`config.mk`:
```
export PLATFORM = sky130hd
export DESIGN_NAME = periph_irq_regs
export DESIGN_NICKNAME = d
export VERILOG_FILES = /design/src/inc/irq_regs_pkg.sv /design/src/logic/bit_sync.sv /design/src/logic/rollover_detect.sv /design/src/logic/periph_irq_regs.sv
export VERILOG_INCLUDE_DIRS = /design/src /design/src/inc
export SDC_FILE = /design/constraint.sdc
export NUM_CORES = 1
export LEC_CHECK = 0
export BUFFER_PORTS_ARGS = -buffer_cell sky130_fd_sc_hd__clkbuf_2
export CAP_MARGIN = 10
export CELL_PAD_IN_SITES_DETAIL_PLACEMENT = 0
export CELL_PAD_IN_SITES_GLOBAL_PLACEMENT = 2
export CORE_ASPECT_RATIO = 0.6
export CORE_UTILIZATION = 24
export DETAILED_ROUTE_END_ITERATION = 7
export GPL_TIMING_DRIVEN = 0
export HOLD_SLACK_MARGIN = 0.02
export PLACE_DENSITY = 0.74
export SYNTH_ARGS = -nofsm -noshare
export SYNTH_HDL_FRONTEND = slang
export SYNTH_SLANG_ARGS = --single-unit
export TNS_END_PERCENT = 20
```
`constraint.sdc`:
```
create_clock -name CLK -period 1.3 [get_ports CLK]
set_input_delay 0.26 -clock CLK [delete_from_list [all_inputs] [get_ports CLK]]
set_output_delay 0.26 -clock CLK [all_outputs]
set_load 0.05 [all_outputs]
```
`src/inc/irq_regs_cfg.svh`:
```
// Register indices, field positions and reset values of the irq registers
`ifndef IRQ_REGS_CFG_SVH
`define IRQ_REGS_CFG_SVH

// Register indices; the byte address is four times the index
`define IDX_ENABLE_TWO   6'h11
`define IDX_REQUEST_ONE  6'h16
`define IDX_ENABLE_ONE   6'h18
`define IDX_IRQ_STATUS   6'h19
`define IDX_IRQ_MASK     6'h1a

// Field positions in the request register
`define BIT_PORTB_CHANGE 7
`define BIT_TIMER3       6
`define BIT_TIMER2       5
`define BIT_TIMER1       4
`define BIT_CAPTURE2     3
`define BIT_CAPTURE1     2
`define BIT_SER1_TX      1
`define BIT_SER1_RX      0

// Writable bits: enable-two bit 4 is absent, request bits 1:0 are status
`define WMASK_ENABLE_TWO  8'hef
`define WMASK_REQUEST_ONE 8'hfc

// Reset values
`define RST_ENABLE_TWO   8'h00
`define RST_REQUEST_ONE  8'h00
`define RST_SER1_TX      1'b1
`define RST_SER1_RX      1'b0
`define RST_ENABLE_ONE   8'h00
`define RST_IRQ_STATUS   8'h00
`define RST_IRQ_MASK     8'h00

// Bus response codes
`define RESP_OKAY        2'h0
`define RESP_DECERR      2'h3

// Timer 3 overflow is a roll from all ones
`define TIMER3_FULL      16'hffff

`endif

```
`src/inc/irq_regs_pkg.sv`:
```
// Types shared by the peripheral interrupt register block
package irq_regs_pkg;

    // One eight-bit register image
    typedef logic [7:0] reg8_t;

    // Write channel progress
    typedef enum logic {WR_COLLECT, WR_RESPOND} wr_state_e;

endpackage

```
`src/logic/bit_sync.sv`:
```
// Two-flop synchroniser for a group of independent pin levels
module bit_sync
#(
    parameter int W = 1
)
(
    input  wire logic         CLK,
    input  wire logic         SRST,
    input  wire logic [W-1:0] PIN_IN,
    output logic      [W-1:0] SYNC_OUT
);

    // First stage, read only by the second stage
    logic [W-1:0] meta_r;

    // Both stages clear on reset
    always_ff @(posedge CLK)
    begin
        if (SRST)
        begin
            meta_r   <= '0;
            SYNC_OUT <= '0;
        end
        else
        begin
            meta_r   <= PIN_IN;
            SYNC_OUT <= meta_r;
        end
    end

endmodule

```
`src/logic/rollover_detect.sv`:
```
// Pulses once when a count returns to zero from its period value
module rollover_detect
#(
    parameter int W = 16
)
(
    input  wire logic         CLK,
    input  wire logic         SRST,
    input  wire logic [W-1:0] COUNT,
    input  wire logic [W-1:0] PERIOD,
    output logic              HIT
);

    // Count equalled the period on the previous cycle
    logic at_period_r;

    // Remember the match, then fire when the next value is zero
    always_ff @(posedge CLK)
    begin
        if (SRST)
        begin
            at_period_r <= 1'b0;
            HIT         <= 1'b0;
        end
        else
        begin
            at_period_r <= (COUNT == PERIOD);
            HIT         <= at_period_r && (COUNT == '0);
        end
    end

endmodule

```
`src/logic/periph_irq_regs.sv`:
```
// Peripheral interrupt enable and request registers behind AXI4-Lite
//
// Register access over AXI4-Lite was chosen for this implementation.
`include "irq_regs_cfg.svh"

module periph_irq_regs
#(
    parameter int ADDR_W = 8,
    parameter int PORTB_W = 8
)
(
    input  wire logic               CLK,
    input  wire logic               SRST,
    // AXI4-Lite slave
    input  wire logic [ADDR_W-1:0]  S_AXI_AWADDR,
    input  wire logic               S_AXI_AWVALID,
    output logic                    S_AXI_AWREADY,
    input  wire logic [31:0]        S_AXI_WDATA,
    input  wire logic [3:0]         S_AXI_WSTRB,
    input  wire logic               S_AXI_WVALID,
    output logic                    S_AXI_WREADY,
    output logic [1:0]              S_AXI_BRESP,
    output logic                    S_AXI_BVALID,
    input  wire logic               S_AXI_BREADY,
    input  wire logic [ADDR_W-1:0]  S_AXI_ARADDR,
    input  wire logic               S_AXI_ARVALID,
    output logic                    S_AXI_ARREADY,
    output logic [31:0]             S_AXI_RDATA,
    output logic [1:0]              S_AXI_RRESP,
    output logic                    S_AXI_RVALID,
    input  wire logic               S_AXI_RREADY,
    // Pins, asynchronous
    input  wire logic [PORTB_W-1:0] PORTB_PINS,
    input  wire logic               CAPTURE_INPUT_ONE,
    input  wire logic               CAPTURE_INPUT_TWO,
    // Core and peripheral signals, same clock
    input  wire logic               PORTB_READ,
    input  wire logic [7:0]         TIMER_ONE,
    input  wire logic [7:0]         TIMER_TWO,
    input  wire logic [15:0]        TIMER_THREE,
    input  wire logic [7:0]         TIMER1_PERIOD,
    input  wire logic [7:0]         TIMER2_PERIOD,
    input  wire logic [15:0]        TIMER3_PERIOD_PAIR,
    input  wire logic               CAPTURE_OR_PERIOD_SELECT,
    input  wire logic               TIMER_PAIR_16BIT_SEL,
    input  wire logic               SER1_TX_EMPTY,
    input  wire logic               SER1_RX_FULL,
    input  wire logic [7:0]         REQUEST_TWO_FLAGS,
    // Register images and interrupt outputs
    output logic [7:0]              ENABLE_TWO_BITS,
    output logic [7:0]              REQUEST_ONE_BITS,
    output logic                    PERIPH_SUMMARY_FLAG,
    output logic                    IRQ
);

    // Word index of a byte address
    function automatic logic [5:0] reg_index(input logic [ADDR_W-1:0] a);
        reg_index = 6'(a[ADDR_W-1:2]);
    endfunction

    // True for every index that holds a register
    function automatic logic is_mapped(input logic [5:0] idx);
        is_mapped = (idx == `IDX_ENABLE_TWO) || (idx == `IDX_REQUEST_ONE) ||
                    (idx == `IDX_ENABLE_ONE) || (idx == `IDX_IRQ_STATUS) ||
                    (idx == `IDX_IRQ_MASK);
    endfunction

    // Register state
    irq_regs_pkg::reg8_t enable_two_r;   // Second enable register
    irq_regs_pkg::reg8_t enable_one_r;   // Companion enables for flags
    logic [7:2]          req_flags_r;    // Event flags, bits 7..2
    irq_regs_pkg::reg8_t irq_status_r;   // Sticky event record
    irq_regs_pkg::reg8_t irq_mask_r;     // Gates status onto IRQ
    logic                ser1_tx_r;      // Transmit empty level
    logic                ser1_rx_r;      // Receive full level
    irq_regs_pkg::reg8_t request_view;   // Request register as read

    // Write channel
    irq_regs_pkg::wr_state_e wr_state_r;
    logic                aw_held_r;      // Address taken, not yet used
    logic                w_held_r;       // Data taken, not yet used
    logic [5:0]          wr_idx_r;       // Index of the pending write
    logic [7:0]          wr_data_r;      // Low byte of the write data
    logic                wr_lane_r;      // Low byte lane enabled
    logic                wr_fire;        // Apply the pending write now
    logic [1:0]          bresp_r;

    // Read channel
    logic                rd_take;        // Read address handshake
    logic [5:0]          rd_idx;
    logic [31:0]         rdata_r;
    logic [1:0]          rresp_r;
    logic                rvalid_r;

    // Event sources
    logic [PORTB_W+1:0]  pins_s;         // Synchronised pin levels
    logic [PORTB_W-1:0]  portb_latch_r;  // Level seen at the last read
    logic                primed_r;       // Latch loaded after reset
    logic [1:0]          cap_prev_r;     // Capture levels, one cycle old
    logic                t1_hit;
    logic                t2_hit;
    logic                t3_hit;
    logic [7:0]          events;         // Hardware set requests
    logic [15:0]         t1_count;
    logic [15:0]         t1_period;
    logic [15:0]         t3_period;

    // Pin synchronisers; only the second stage reads the first stage
    bit_sync #(.W(PORTB_W + 2)) u_pin_sync
    (
        .CLK      (CLK),
        .SRST     (SRST),
        .PIN_IN   ({PORTB_PINS, CAPTURE_INPUT_TWO, CAPTURE_INPUT_ONE}),
        .SYNC_OUT (pins_s)
    );

    // Timer 3: overflow from all ones, or roll from the period pair
    // overflow in capture mode
    assign t3_period = CAPTURE_OR_PERIOD_SELECT ? `TIMER3_FULL
                                                : TIMER3_PERIOD_PAIR;

    rollover_detect #(.W(16)) u_timer3
    (
        .CLK    (CLK),
        .SRST   (SRST),
        .COUNT  (TIMER_THREE),
        .PERIOD (t3_period),
        .HIT    (t3_hit)
    );

    rollover_detect #(.W(8)) u_timer2
    (
        .CLK    (CLK),
        .SRST   (SRST),
        .COUNT  (TIMER_TWO),
        .PERIOD (TIMER2_PERIOD),
        .HIT    (t2_hit)
    );

    // Timer 1 alone, or paired with timer 2 as the upper byte
    // eight-bit roll
    assign t1_count  = TIMER_PAIR_16BIT_SEL ? {TIMER_TWO, TIMER_ONE}
                                            : {8'h00, TIMER_ONE};
    assign t1_period = TIMER_PAIR_16BIT_SEL ? {TIMER2_PERIOD, TIMER1_PERIOD}
                                            : {8'h00, TIMER1_PERIOD};

    rollover_detect #(.W(16)) u_timer1
    (
        .CLK    (CLK),
        .SRST   (SRST),
        .COUNT  (t1_count),
        .PERIOD (t1_period),
        .HIT    (t1_hit)
    );

    // Port latch: reloaded when the core reads the port, and once
    // after reset, while the synchroniser still gives zero, so static high pins raise a change
    always_ff @(posedge CLK)
    begin
        if (SRST)
        begin
            portb_latch_r <= '0;
            primed_r      <= 1'b0;
        end
        else
        begin
            primed_r <= 1'b1;
            if (PORTB_READ || !primed_r)
            begin
                portb_latch_r <= pins_s[PORTB_W+1:2];
            end
        end
    end

    // Capture pins are edge events; rising edge counts as a capture
    always_ff @(posedge CLK)
    begin
        if (SRST)
        begin
            cap_prev_r <= 2'h0;
        end
        else
        begin
            cap_prev_r <= pins_s[1:0];
        end
    end

    // Collect the events; none of them looks at any enable
    always_comb
    begin
        events = 8'h00;
        events[`BIT_PORTB_CHANGE] = primed_r &&
                                    (pins_s[PORTB_W+1:2] != portb_latch_r);
        events[`BIT_TIMER3]       = t3_hit;
        events[`BIT_TIMER2]       = t2_hit;
        events[`BIT_TIMER1]       = t1_hit;
        events[`BIT_CAPTURE2]     = pins_s[1] && !cap_prev_r[1];
        events[`BIT_CAPTURE1]     = pins_s[0] && !cap_prev_r[0];
    end

    // Flag bits: a flag holds whatever software wrote until an event
    // set ignores enables
    genvar gi;
    generate
        for (gi = 2; gi < 8; gi++)
        begin : g_flag
            always_ff @(posedge CLK)
            begin
                if (SRST)
                begin
                    req_flags_r[gi] <= 1'(`RST_REQUEST_ONE >> gi);
                end
                else if (events[gi])
                begin
                    req_flags_r[gi] <= 1'b1;
                end
                else if (wr_fire && wr_lane_r &&
                         wr_idx_r == `IDX_REQUEST_ONE)
                begin
                    req_flags_r[gi] <= wr_data_r[gi];
                end
            end
        end
    endgenerate

    // Serial channel levels, owned by hardware, writes ignored
    // transmit empty level
    always_ff @(posedge CLK)
    begin
        if (SRST)
        begin
            ser1_tx_r <= `RST_SER1_TX;
            ser1_rx_r <= `RST_SER1_RX;
        end
        else
        begin
            ser1_tx_r <= SER1_TX_EMPTY;
            ser1_rx_r <= SER1_RX_FULL;
        end
    end

    // Request register as software and the summary see it
    always_comb
    begin
        request_view = {req_flags_r, 2'h0};
        request_view[`BIT_SER1_TX] = ser1_tx_r;
        request_view[`BIT_SER1_RX] = ser1_rx_r;
    end

    // Enable and mask registers; unimplemented bits never store
    // upper enables writable
    always_ff @(posedge CLK)
    begin
        if (SRST)
        begin
            enable_two_r <= `RST_ENABLE_TWO;
            enable_one_r <= `RST_ENABLE_ONE;
            irq_mask_r   <= `RST_IRQ_MASK;
        end
        else if (wr_fire && wr_lane_r)
        begin
            case (wr_idx_r)
                `IDX_ENABLE_TWO: enable_two_r <= wr_data_r & `WMASK_ENABLE_TWO;
                `IDX_ENABLE_ONE: enable_one_r <= wr_data_r;
                `IDX_IRQ_MASK:   irq_mask_r   <= wr_data_r;
                default:         ;
            endcase
        end
    end

    // Sticky status: events set, a read of the register clears;
    // an event in the clearing cycle survives
    always_ff @(posedge CLK)
    begin
        if (SRST)
        begin
            irq_status_r <= `RST_IRQ_STATUS;
        end
        else if (rd_take && rd_idx == `IDX_IRQ_STATUS)
        begin
            irq_status_r <= events;
        end
        else
        begin
            irq_status_r <= irq_status_r | events;
        end
    end

    // Summary flag and interrupt line, both registered levels
    // flag and enable
    always_ff @(posedge CLK)
    begin
        if (SRST)
        begin
            PERIPH_SUMMARY_FLAG <= 1'b0;
            IRQ                 <= 1'b0;
        end
        else
        begin
            PERIPH_SUMMARY_FLAG <= |(request_view & enable_one_r) ||
                                   |(REQUEST_TWO_FLAGS & enable_two_r);
            IRQ                 <= |(irq_status_r & irq_mask_r);
        end
    end

    // Write channel: address and data are taken in either order and
    // the write is applied one cycle after both are held
    assign S_AXI_AWREADY = (wr_state_r == irq_regs_pkg::WR_COLLECT) &&
                           !aw_held_r;
    assign S_AXI_WREADY  = (wr_state_r == irq_regs_pkg::WR_COLLECT) &&
                           !w_held_r;
    assign wr_fire       = (wr_state_r == irq_regs_pkg::WR_COLLECT) &&
                           aw_held_r && w_held_r;

    // Hold the write address
    always_ff @(posedge CLK)
    begin
        if (SRST)
        begin
            aw_held_r <= 1'b0;
            wr_idx_r  <= 6'h00;
        end
        else if (S_AXI_AWVALID && S_AXI_AWREADY)
        begin
            aw_held_r <= 1'b1;
            wr_idx_r  <= reg_index(S_AXI_AWADDR);
        end
        else if (wr_fire)
        begin
            aw_held_r <= 1'b0;
        end
    end

    // Hold the write data; only the low byte lane carries bits
    always_ff @(posedge CLK)
    begin
        if (SRST)
        begin
            w_held_r  <= 1'b0;
            wr_data_r <= 8'h00;
            wr_lane_r <= 1'b0;
        end
        else if (S_AXI_WVALID && S_AXI_WREADY)
        begin
            w_held_r  <= 1'b1;
            wr_data_r <= S_AXI_WDATA[7:0];
            wr_lane_r <= S_AXI_WSTRB[0];
        end
        else if (wr_fire)
        begin
            w_held_r <= 1'b0;
        end
    end

    // Response: unmapped addresses answer with a decode error
    always_ff @(posedge CLK)
    begin
        if (SRST)
        begin
            wr_state_r <= irq_regs_pkg::WR_COLLECT;
            bresp_r    <= `RESP_OKAY;
        end
        else
        begin
            case (wr_state_r)
                irq_regs_pkg::WR_COLLECT:
                begin
                    if (wr_fire)
                    begin
                        wr_state_r <= irq_regs_pkg::WR_RESPOND;
                        bresp_r    <= is_mapped(wr_idx_r) ? `RESP_OKAY
                                                          : `RESP_DECERR;
                    end
                end
                irq_regs_pkg::WR_RESPOND:
                begin
                    if (S_AXI_BREADY)
                    begin
                        wr_state_r <= irq_regs_pkg::WR_COLLECT;
                    end
                end
                default:
                begin
                    wr_state_r <= irq_regs_pkg::WR_COLLECT;
                end
            endcase
        end
    end

    assign S_AXI_BVALID = (wr_state_r == irq_regs_pkg::WR_RESPOND);
    assign S_AXI_BRESP  = bresp_r;

    // Read channel: one read at a time, data registered on the take
    assign S_AXI_ARREADY = !rvalid_r;
    assign rd_take       = S_AXI_ARVALID && S_AXI_ARREADY;
    assign rd_idx        = reg_index(S_AXI_ARADDR);

    // Read mux; upper 24 bits and missing bits read as zero
    always_ff @(posedge CLK)
    begin
        if (SRST)
        begin
            rvalid_r <= 1'b0;
            rdata_r  <= 32'h0000_0000;
            rresp_r  <= `RESP_OKAY;
        end
        else if (rd_take)
        begin
            rvalid_r <= 1'b1;
            rresp_r  <= is_mapped(rd_idx) ? `RESP_OKAY : `RESP_DECERR;
            case (rd_idx)
                `IDX_ENABLE_TWO:  rdata_r <= {24'h0, enable_two_r};
                `IDX_REQUEST_ONE: rdata_r <= {24'h0, request_view};
                `IDX_ENABLE_ONE:  rdata_r <= {24'h0, enable_one_r};
                `IDX_IRQ_STATUS:  rdata_r <= {24'h0, irq_status_r};
                `IDX_IRQ_MASK:    rdata_r <= {24'h0, irq_mask_r};
                default:          rdata_r <= 32'h0000_0000;
            endcase
        end
        else if (S_AXI_RREADY)
        begin
            rvalid_r <= 1'b0;
        end
    end

    assign S_AXI_RVALID = rvalid_r;
    assign S_AXI_RDATA  = rdata_r;
    assign S_AXI_RRESP  = rresp_r;

    // Register images for the core side
    assign ENABLE_TWO_BITS  = enable_two_r;
    assign REQUEST_ONE_BITS = request_view;

endmodule

```
==> results.ini, run 1 <==
[run_status]
status=finished with violations
violations=setup timing

[synth]
synthArstFlopShare=0
synth_top_cell_by_area=dfxtp_1
synth-edff-count=0
postSynthAreaPerCell_um2=9.10
synth_flop_cell=dfxtp_1
synth.yosys.warnings=0
synth_seq_cells=105
synthesis.instances=528
synth.distinct_cells=53
synth_top_area_share=0.437
synth-seq-area-share=0.437
synth_area_leaders=dfxtp_1, mux2i_1, buf_4
synth_area_um2=4810

[worst_setup_path]
cp.arrival_ns=1.75
endpoint_kind=flip-flop
cp_data_required_time_ns=1.52
cp_max_fo=8
critPathBufInv=0
slowest_delay_ns=0.36
critical_path_class=reg2reg
start_kind=flip-flop
cp_slowest_cell=dfxtp_4
crit_path_cell_trace=and3b_2 > and4b_4 > nand3_4 > mux2i_1 > nor2_1
reg2regPathDepth=5
worst-path-stages=5
critPathTopFamily=simple AND/OR/NAND/NOR gates

[clock_network]
cts-buffers-inserted=9
cts_sinks=105
path_clk_slew_ns=0.08
clock_latency_ns=0.35
cts_hold_buf=0
clk_path_buf_depth=2
htreeDepth=3
ctsRootBufferMaster=clkbuf_16
cts_tree=done

[layout]
layout_commonest_cell=clkbuf_2
layout_common_cells=clkbuf_2, dfxtp_1, nor2_1, mux2i_1, nand2_1
drive_gt1_frac=0.345
syn2layout_area_growth_pct=36.0
nets=860
final_util=0.338
antenna_cells=0
fillers=2050

[timing]
max_freq_mhz=657
fin_skew_ns=0.00897
relSlewSlack=0.563
setup_viol=43
post-route-period-util=1.17
fin_setup_tns_ns=-5.18
finalHoldViolCount=0
min_period_ns=1.52
rsz0062_at_grt=true
final_max_slew_viol_count=0
worst_pin_slew_ns=0.656
setup_ws_ns=-0.223

[global_route]
grt_start_max_net_pins=20
grt_remaining_overflow=0
antenna_found_initial=1
track_usage=0.145
grt_pass1_wl_um=23000
grt_pass1_vias=4331

[route]
drtAntennaViolNets=0
viasPerCell=4.48
post_drt_wl_per_cell_um=14.9
first_pass_iters=5
drc=0
wirelength_um=14700
via_count=4414
first_iter_violations=286

[floorplan]
die_w_um=185
fp-row-count=39
core_area_um2=19300
initial_core_util=0.249
die-area_um2=20600
io_pins=205
die_y_um=112

[min_path]
worstHoldPathCells=2
hp-class=in2reg

[pwr]
peakVddDrop_mv=0.510
power_density_nw_per_um2=1120
p_leak_uw=0.00297

[placed_design]
place_congestion=0.839
io_buffer_count=146
dp_hpwl_um=11600

[job]
cap_violations=0

flip-flops by register name, indices dropped and copies added (netlist names), 2 cells and up:
signal               count
irq_mask_r               8
REQUEST_ONE_BITS         6
portb_latch_r            8
irq_status_r             6
u_pin_sync.meta_r       10
enable_one_r             8
S_AXI_RDATA              8
wr_idx_r                 6
u_pin_sync.SYNC_OUT     10
ENABLE_TWO_BITS          7
wr_data_r                8
cap_prev_r               2
synthesized netlist by cell type (all sizes together) (13+ instances only):
master  count
a21oi      27
a31oi      13
buf        35
clkbuf     15
dfxtp     105
mux2i      48
nand2      44
nor2       53
nor2b      30
nor4       14
o21ai      23
xor2       16
cells by family (layout without fill, tap and decap cells):
logic type	after synthesis	after routing	share of synthesized area
compound gates	97	97	0.130
xor+xnor	27	27	0.0492
buf+inv	62	229	0.0750
flops	105	105	0.437
mux	48	48	0.0999
other cells	1	25	0.000780
simple gates	188	188	0.207
metrics by stage:
step                cells  power (uW)  worst slack (ns)  area (um^2)  hold slack, ns
floorplan             552        4240            -0.201         4920           0.336
global placement      964        4640            -0.551         5980           0.432
detailed placement    964        4650            -0.567         5980           0.429
CTS                   983        7370            -0.221         6450          0.0863
global route          985        7650            -0.278         6540          0.0861
finish                985        7300            -0.223         6540          0.0880
power breakdown:
part	internal, uW	total (uW)	switching, uW
combinational	473	1210	736
sequential	3330	3440	110
clock	1340	2650	1310
total	5140	7300	2160
cell type report:
class,instances,area (um^2),share of cell area
clock inverters,7,65.1,0.00995
plain buffers,50,334,0.0511
flip-flops and latches,105,2140,0.327
multi-input cells,385,2500,0.382
clock buffers,9,225,0.0344
well taps,266,333,0.0509
inverters,12,45.0,0.00689
repair buffers,151,900,0.138
final timing paths:
kind / start / to / slack (ns)
max: S_AXI_BVALID / irq_mask_r[0] / -0.22
min: S_AXI_RREADY / S_AXI_RVALID / 0.09
max reg2reg: S_AXI_BVALID / irq_mask_r[0] / -0.22
min reg2reg: u_pin_sync.meta_r[8] / u_pin_sync.SYNC_OUT[8] / 0.45
metal layers:
layer,up-vias,track usage,part of all wire
li1,2172,-,-
met1,2045,0.215,0.51
met2,185,0.212,0.41
met3,12,0.0337,0.074
met4,0,0.0314,0.0074
met5,-,0,0
worst reg2reg max path: stages, from the launching register on:
cell and delay (ns):
dfxtp_4 0.36, and3b_2 0.27, and4b_4 0.30, nand3_4 0.20
mux2i_1 0.22, nor2_1 0.06
timing repair:
action                                  CTS  global route
pin swaps                                 1             4
resized for setup                        51            35
setup buffers                             3             2
endpoints found under the setup margin   90            93
(Power assumes the default switching activity.)
==> run 2: changes to the inputs <==
CORE_MARGIN = 10   (was unset)
==> run 2 against run 1 <==
The flow still finishes with violations (setup timing). Utilization rose by 0.43 points. Maximum frequency shrank 1.3%. Clock power is 4% higher. Critical endpoint is now S_AXI_WREADY. Largest cell class unchanged. Highest routed layer unchanged.
==> results.ini, run 2 (synthesis gave the netlist of run 1 again) <==
[clock_network]
cts-buffers-inserted=9
cts_sinks=105
path_clk_slew_ns=0.08
clk_path_buf_depth=2
clock_latency_ns=0.35
htreeDepth=3
cts_tree=done
ctsRootBufferMaster=clkbuf_16

[timing]
max_freq_mhz=648
finalHoldViolCount=0
setup_viol=37
min_period_ns=1.54
final_max_slew_viol_count=0
relSlewSlack=0.571
post-route-period-util=1.19
worst_pin_slew_ns=0.644
fin_skew_ns=0.00675
rsz0062_at_grt=true
setup_ws_ns=-0.244

[worst_setup_path]
cp_max_fo=3
start_kind=flip-flop
r2r_start=S_AXI_BVALID
cp.arrival_ns=1.28
cp_data_required_time_ns=1.04
critical_path_class=reg2out
endpoint_kind=output port
worstSetupStartpoint=S_AXI_BVALID

[route]
drtAntennaViolNets=0
first_iter_violations=230
drc=0
first_pass_iters=4
viasPerCell=4.40
post_drt_wl_per_cell_um=16.4
wirelength_um=16200
via_count=4347

[pwr]
p_leak_uw=0.00301
power_density_nw_per_um2=1120
peakVddDrop_mv=0.613
total_power_uw=7410

[min_path]
hp-class=in2reg
worstHoldStart=S_AXI_RREADY

[job]
cap_violations=0

[run_status]
violations=setup timing
status=finished with violations

[floorplan]
die_y_um=130
fp-row-count=39
initial_core_util=0.249
core_area_um2=19300
die-area_um2=26300
die_w_um=203
io_pins=205

[global_route]
grt_pass1_wl_um=25300
track_usage=0.121
antenna_found_initial=0
grt_remaining_overflow=0
grt_pass1_vias=4581
grt_start_max_net_pins=22

[layout]
nets=861
drive_gt1_frac=0.350
final_util=0.343
largestRegisters=u_pin_sync.SYNC_OUT x10, u_pin_sync.meta_r x10
syn2layout_area_growth_pct=37.7
layout_common_cells=clkbuf_2, dfxtp_1, nor2_1, mux2i_1, nand2_1
layout_commonest_cell=clkbuf_2

[placed_design]
place_congestion=0.852
dp_hpwl_um=13200
io_buffer_count=146

## run 2: cell types whose count changed in the layout (fill, tap and decap cells not counted), moves of 2 or more
| cell | before | now |
|---|---|---|
| clkbuf_8 | 8 | 13 |
| buf_4 | 41 | 39 |
| buf_6 | 4 | 2 |
| clkbuf_1 | 9 | 7 |
| clkinv_4 | 3 | 1 |
| clkinv_8 | 1 | 3 |
| dfxtp_1 | 85 | 87 |
| dfxtp_4 | 4 | 2 |
| nor3_1 | 10 | 8 |
| nor3_2 | 1 | 3 |
## run 2: routing by layer
layer  up-vias  global-route usage  wire length [um]
li1       2178                   -                 -
met1      2025               0.160              7610
met2       135               0.186              7070
met3         9              0.0441              1410
met4         0              0.0236               116
met5         -                   0                 0
## run 2: cell type report
cell class,instances,area [um^2]
fillers,2030,12700
multi-input cells,385,2520
flip-flops and latches,105,2130
repair buffers,152,932
plain buffers,50,350
well taps,266,333
clock buffers,9,225
clock inverters,7,83.8
inverters,12,45.0
diodes,1,2.50
## run 2: worst paths after layout
check             slack, ns               to  depth (start not counted)
hold / removal         0.07     S_AXI_RVALID                          2
setup reg to reg      -0.22  enable_one_r[0]                          6
hold reg to reg        0.44     u_timer1.HIT                          2
setup / recovery      -0.24     S_AXI_WREADY                          4
## run 2: metrics by stage
stage / area, um^2 / setup TNS [ns] / setup slack, ns / instances / hold WS, ns
floorplan: 4920 / -4.83 / -0.201 / 552 / 0.336
global placement: 5980 / -32.86 / -0.580 / 964 / 0.432
detailed placement: 5980 / -33.53 / -0.567 / 964 / 0.433
CTS: 6510 / -8.50 / -0.244 / 985 / 0.0752
global route: 6620 / -8.86 / -0.307 / 986 / 0.0753
finish: 6620 / -4.38 / -0.244 / 987 / 0.0719
## run 2: worst max-delay path, stage by stage (launching register included)
cell and delay, ns:
dfxtp_4 0.35, buf_4 0.13, buf_12 0.12, nor2_4 0.13
clkbuf_8 0.21
## run 2: report_power, final
group          switching [uW]  total (uW)  internal (uW)
clock                    1370        2750           1370
combinational             745        1230            485
sequential                107        3440           3330
## run 2: what timing repair did
item / CTS / global route
setup endpoints to repair: 99 / 91
gates resized for setup: 53 / 39
setup buffers: 5 / 1
hold buffers: 0 / 0
pin swaps: 2 / 3
==> run 3: changes to the inputs <==
CORE_ASPECT_RATIO = 1.5   (was 0.6)
REMOVE_ABC_BUFFERS = 1   (was unset)
==> run 3 against run 2 <==
The run still ends with setup timing left. Via count shrank 3.8%. Sequential cell count stayed put. Routed wire length down 7.8%. Critical path depth up 1. Hold slack better by 0.021 ns. Non-clock buffer count fell by 46. Clock skew fell by 0.0010 ns. Combinational power shrank 9%. Die area is 0.26% lower. First-iteration DRC count down 33%. Highest routed layer unchanged.
==> results.ini, run 3 (synthesis gave the netlist of run 1 again) <==
[run_status]
status=finished with violations
violations=setup timing

[floorplan]
die_w_um=136
core_area_um2=19700
die-area_um2=26200
die_y_um=193
io_pins=205
initial_core_util=0.244
fp-row-count=63

[layout]
largestRegisters=u_pin_sync.SYNC_OUT x10, u_pin_sync.meta_r x10
fillers=2112
drive_gt1_frac=0.310
antenna_cells=0
layout_commonest_cell=clkbuf_2
syn2layout_area_growth_pct=30.6
nets=815
finalInstanceArea_um2=6280
layout_common_cells=clkbuf_2, dfxtp_1, nor2_1, mux2i_1, nand2_1

[placed_design]
place_congestion=0.790
io_buffer_count=147
dp_hpwl_um=11900
place_area_um2=5670

[pwr]
p_leak_uw=0.00279
power_density_nw_per_um2=1150
peakVddDrop_mv=0.615

[clock_network]
ctsRootBufferMaster=clkbuf_16
clk_path_buf_depth=2
cts-buffers-inserted=9
cts_sinks=105
cts_hold_buf=0
path_clk_slew_ns=0.07
cts_tree=done
clock_latency_ns=0.35
htreeDepth=3

[worst_setup_path]
cp.arrival_ns=1.72
cp_data_required_time_ns=1.53
start_kind=flip-flop
slowest_delay_ns=0.35
cp_max_fo=8
reg2regPathDepth=5
cp_slowest_cell=dfxtp_4
endpoint_kind=flip-flop
crit_path_cell_trace=and3b_2 > and4b_4 > nand3b_4 > mux2i_1 > nor2_1
critical_path_class=reg2reg

[timing]
post-route-period-util=1.15
max_freq_mhz=671
relSlewSlack=0.647
worst_pin_slew_ns=0.529
fin_skew_ns=0.00572
setup_viol=31
rsz0062_at_grt=true
min_period_ns=1.49
finalHoldViolCount=0
hold_ws_ns=0.0932
final_max_slew_viol_count=0
setup_ws_ns=-0.191

[route]
drtAntennaViolNets=0
drc=0
viasPerCell=4.48
wirelength_um=14900
first_pass_iters=4
via_count=4183
first_iter_violations=155
post_drt_wl_per_cell_um=16.0

[job]
cap_violations=0

[global_route]
grt_pass1_wl_um=23100
grt_pass1_vias=4398
antenna_found_initial=0
track_usage=0.110
grt_start_max_net_pins=67
grt_remaining_overflow=0

[min_path]
hp-class=in2reg
worstHoldPathCells=2

-- run 3: final timing paths --
path                              from         endpoint  slack [ns]
setup / recovery          S_AXI_BVALID  enable_one_r[1]       -0.19
hold / removal            S_AXI_RREADY     S_AXI_RVALID        0.09
setup reg to reg          S_AXI_BVALID  enable_one_r[1]       -0.19
hold reg to reg   u_timer1.at_period_r     u_timer1.HIT        0.44
-- run 3: worst max-delay path: cells and delay by family, from the launching register on --
| family | cells | cell delay, ns |
|---|---|---|
| AND/OR/NAND/NOR | 4 | 0.81 |
| flip-flops | 1 | 0.35 |
| multiplexers | 1 | 0.21 |
-- run 3: layout make-up --
type,instances,area (um^2),area share
Timing Repair Buffer,156,986,0.157
Multi-Input combinational cell,385,2500,0.399
Clock inverter,6,56.3,0.00897
Sequential cell,105,2120,0.338
Clock buffer,10,239,0.0381
Inverter,12,46.3,0.00738
Tap cell,260,325,0.0518
-- run 3: metal layers --
metal,vias to the layer above,wire length (um),global-route usage,share of wire
met3,24,1140,0.0399,0.076
met5,-,0,0,0
met4,0,420,0.0514,0.028
met1,1943,5770,0.114,0.39
met2,134,7610,0.190,0.51
li1,2082,-,-,-
-- run 3: where the power goes --
part | switching, uW | internal, uW
Sequential | 98.8 | 3330
Combinational | 714 | 410
Clock | 1290 | 1400
Total | 2110 | 5140
-- run 3: timing repair --
item | 4_1_cts | 5_1_grt
setup buffers | 8 | 0
pin swaps | 7 | 8
gates resized for setup | 56 | 22
hold endpoints to repair | 0 | 0
endpoints found under the setup margin | 69 | 68
-- run 3: stage by stage --
step / setup TNS (ns) / std cells / util / setup WS [ns] / power (uW)
after floorplan: -21.55 / 502 / - / -0.640 / 4100
after global placement: -89.47 / 909 / 0.286 / -2.09 / 4520
after detailed placement: -20.58 / 910 / 0.288 / -0.736 / 4550
after CTS: -4.54 / 934 / 0.316 / -0.195 / 7340
after global routing: -6.54 / 934 / 0.318 / -0.246 / 7540
final: -4.32 / 934 / 0.318 / -0.191 / 7250
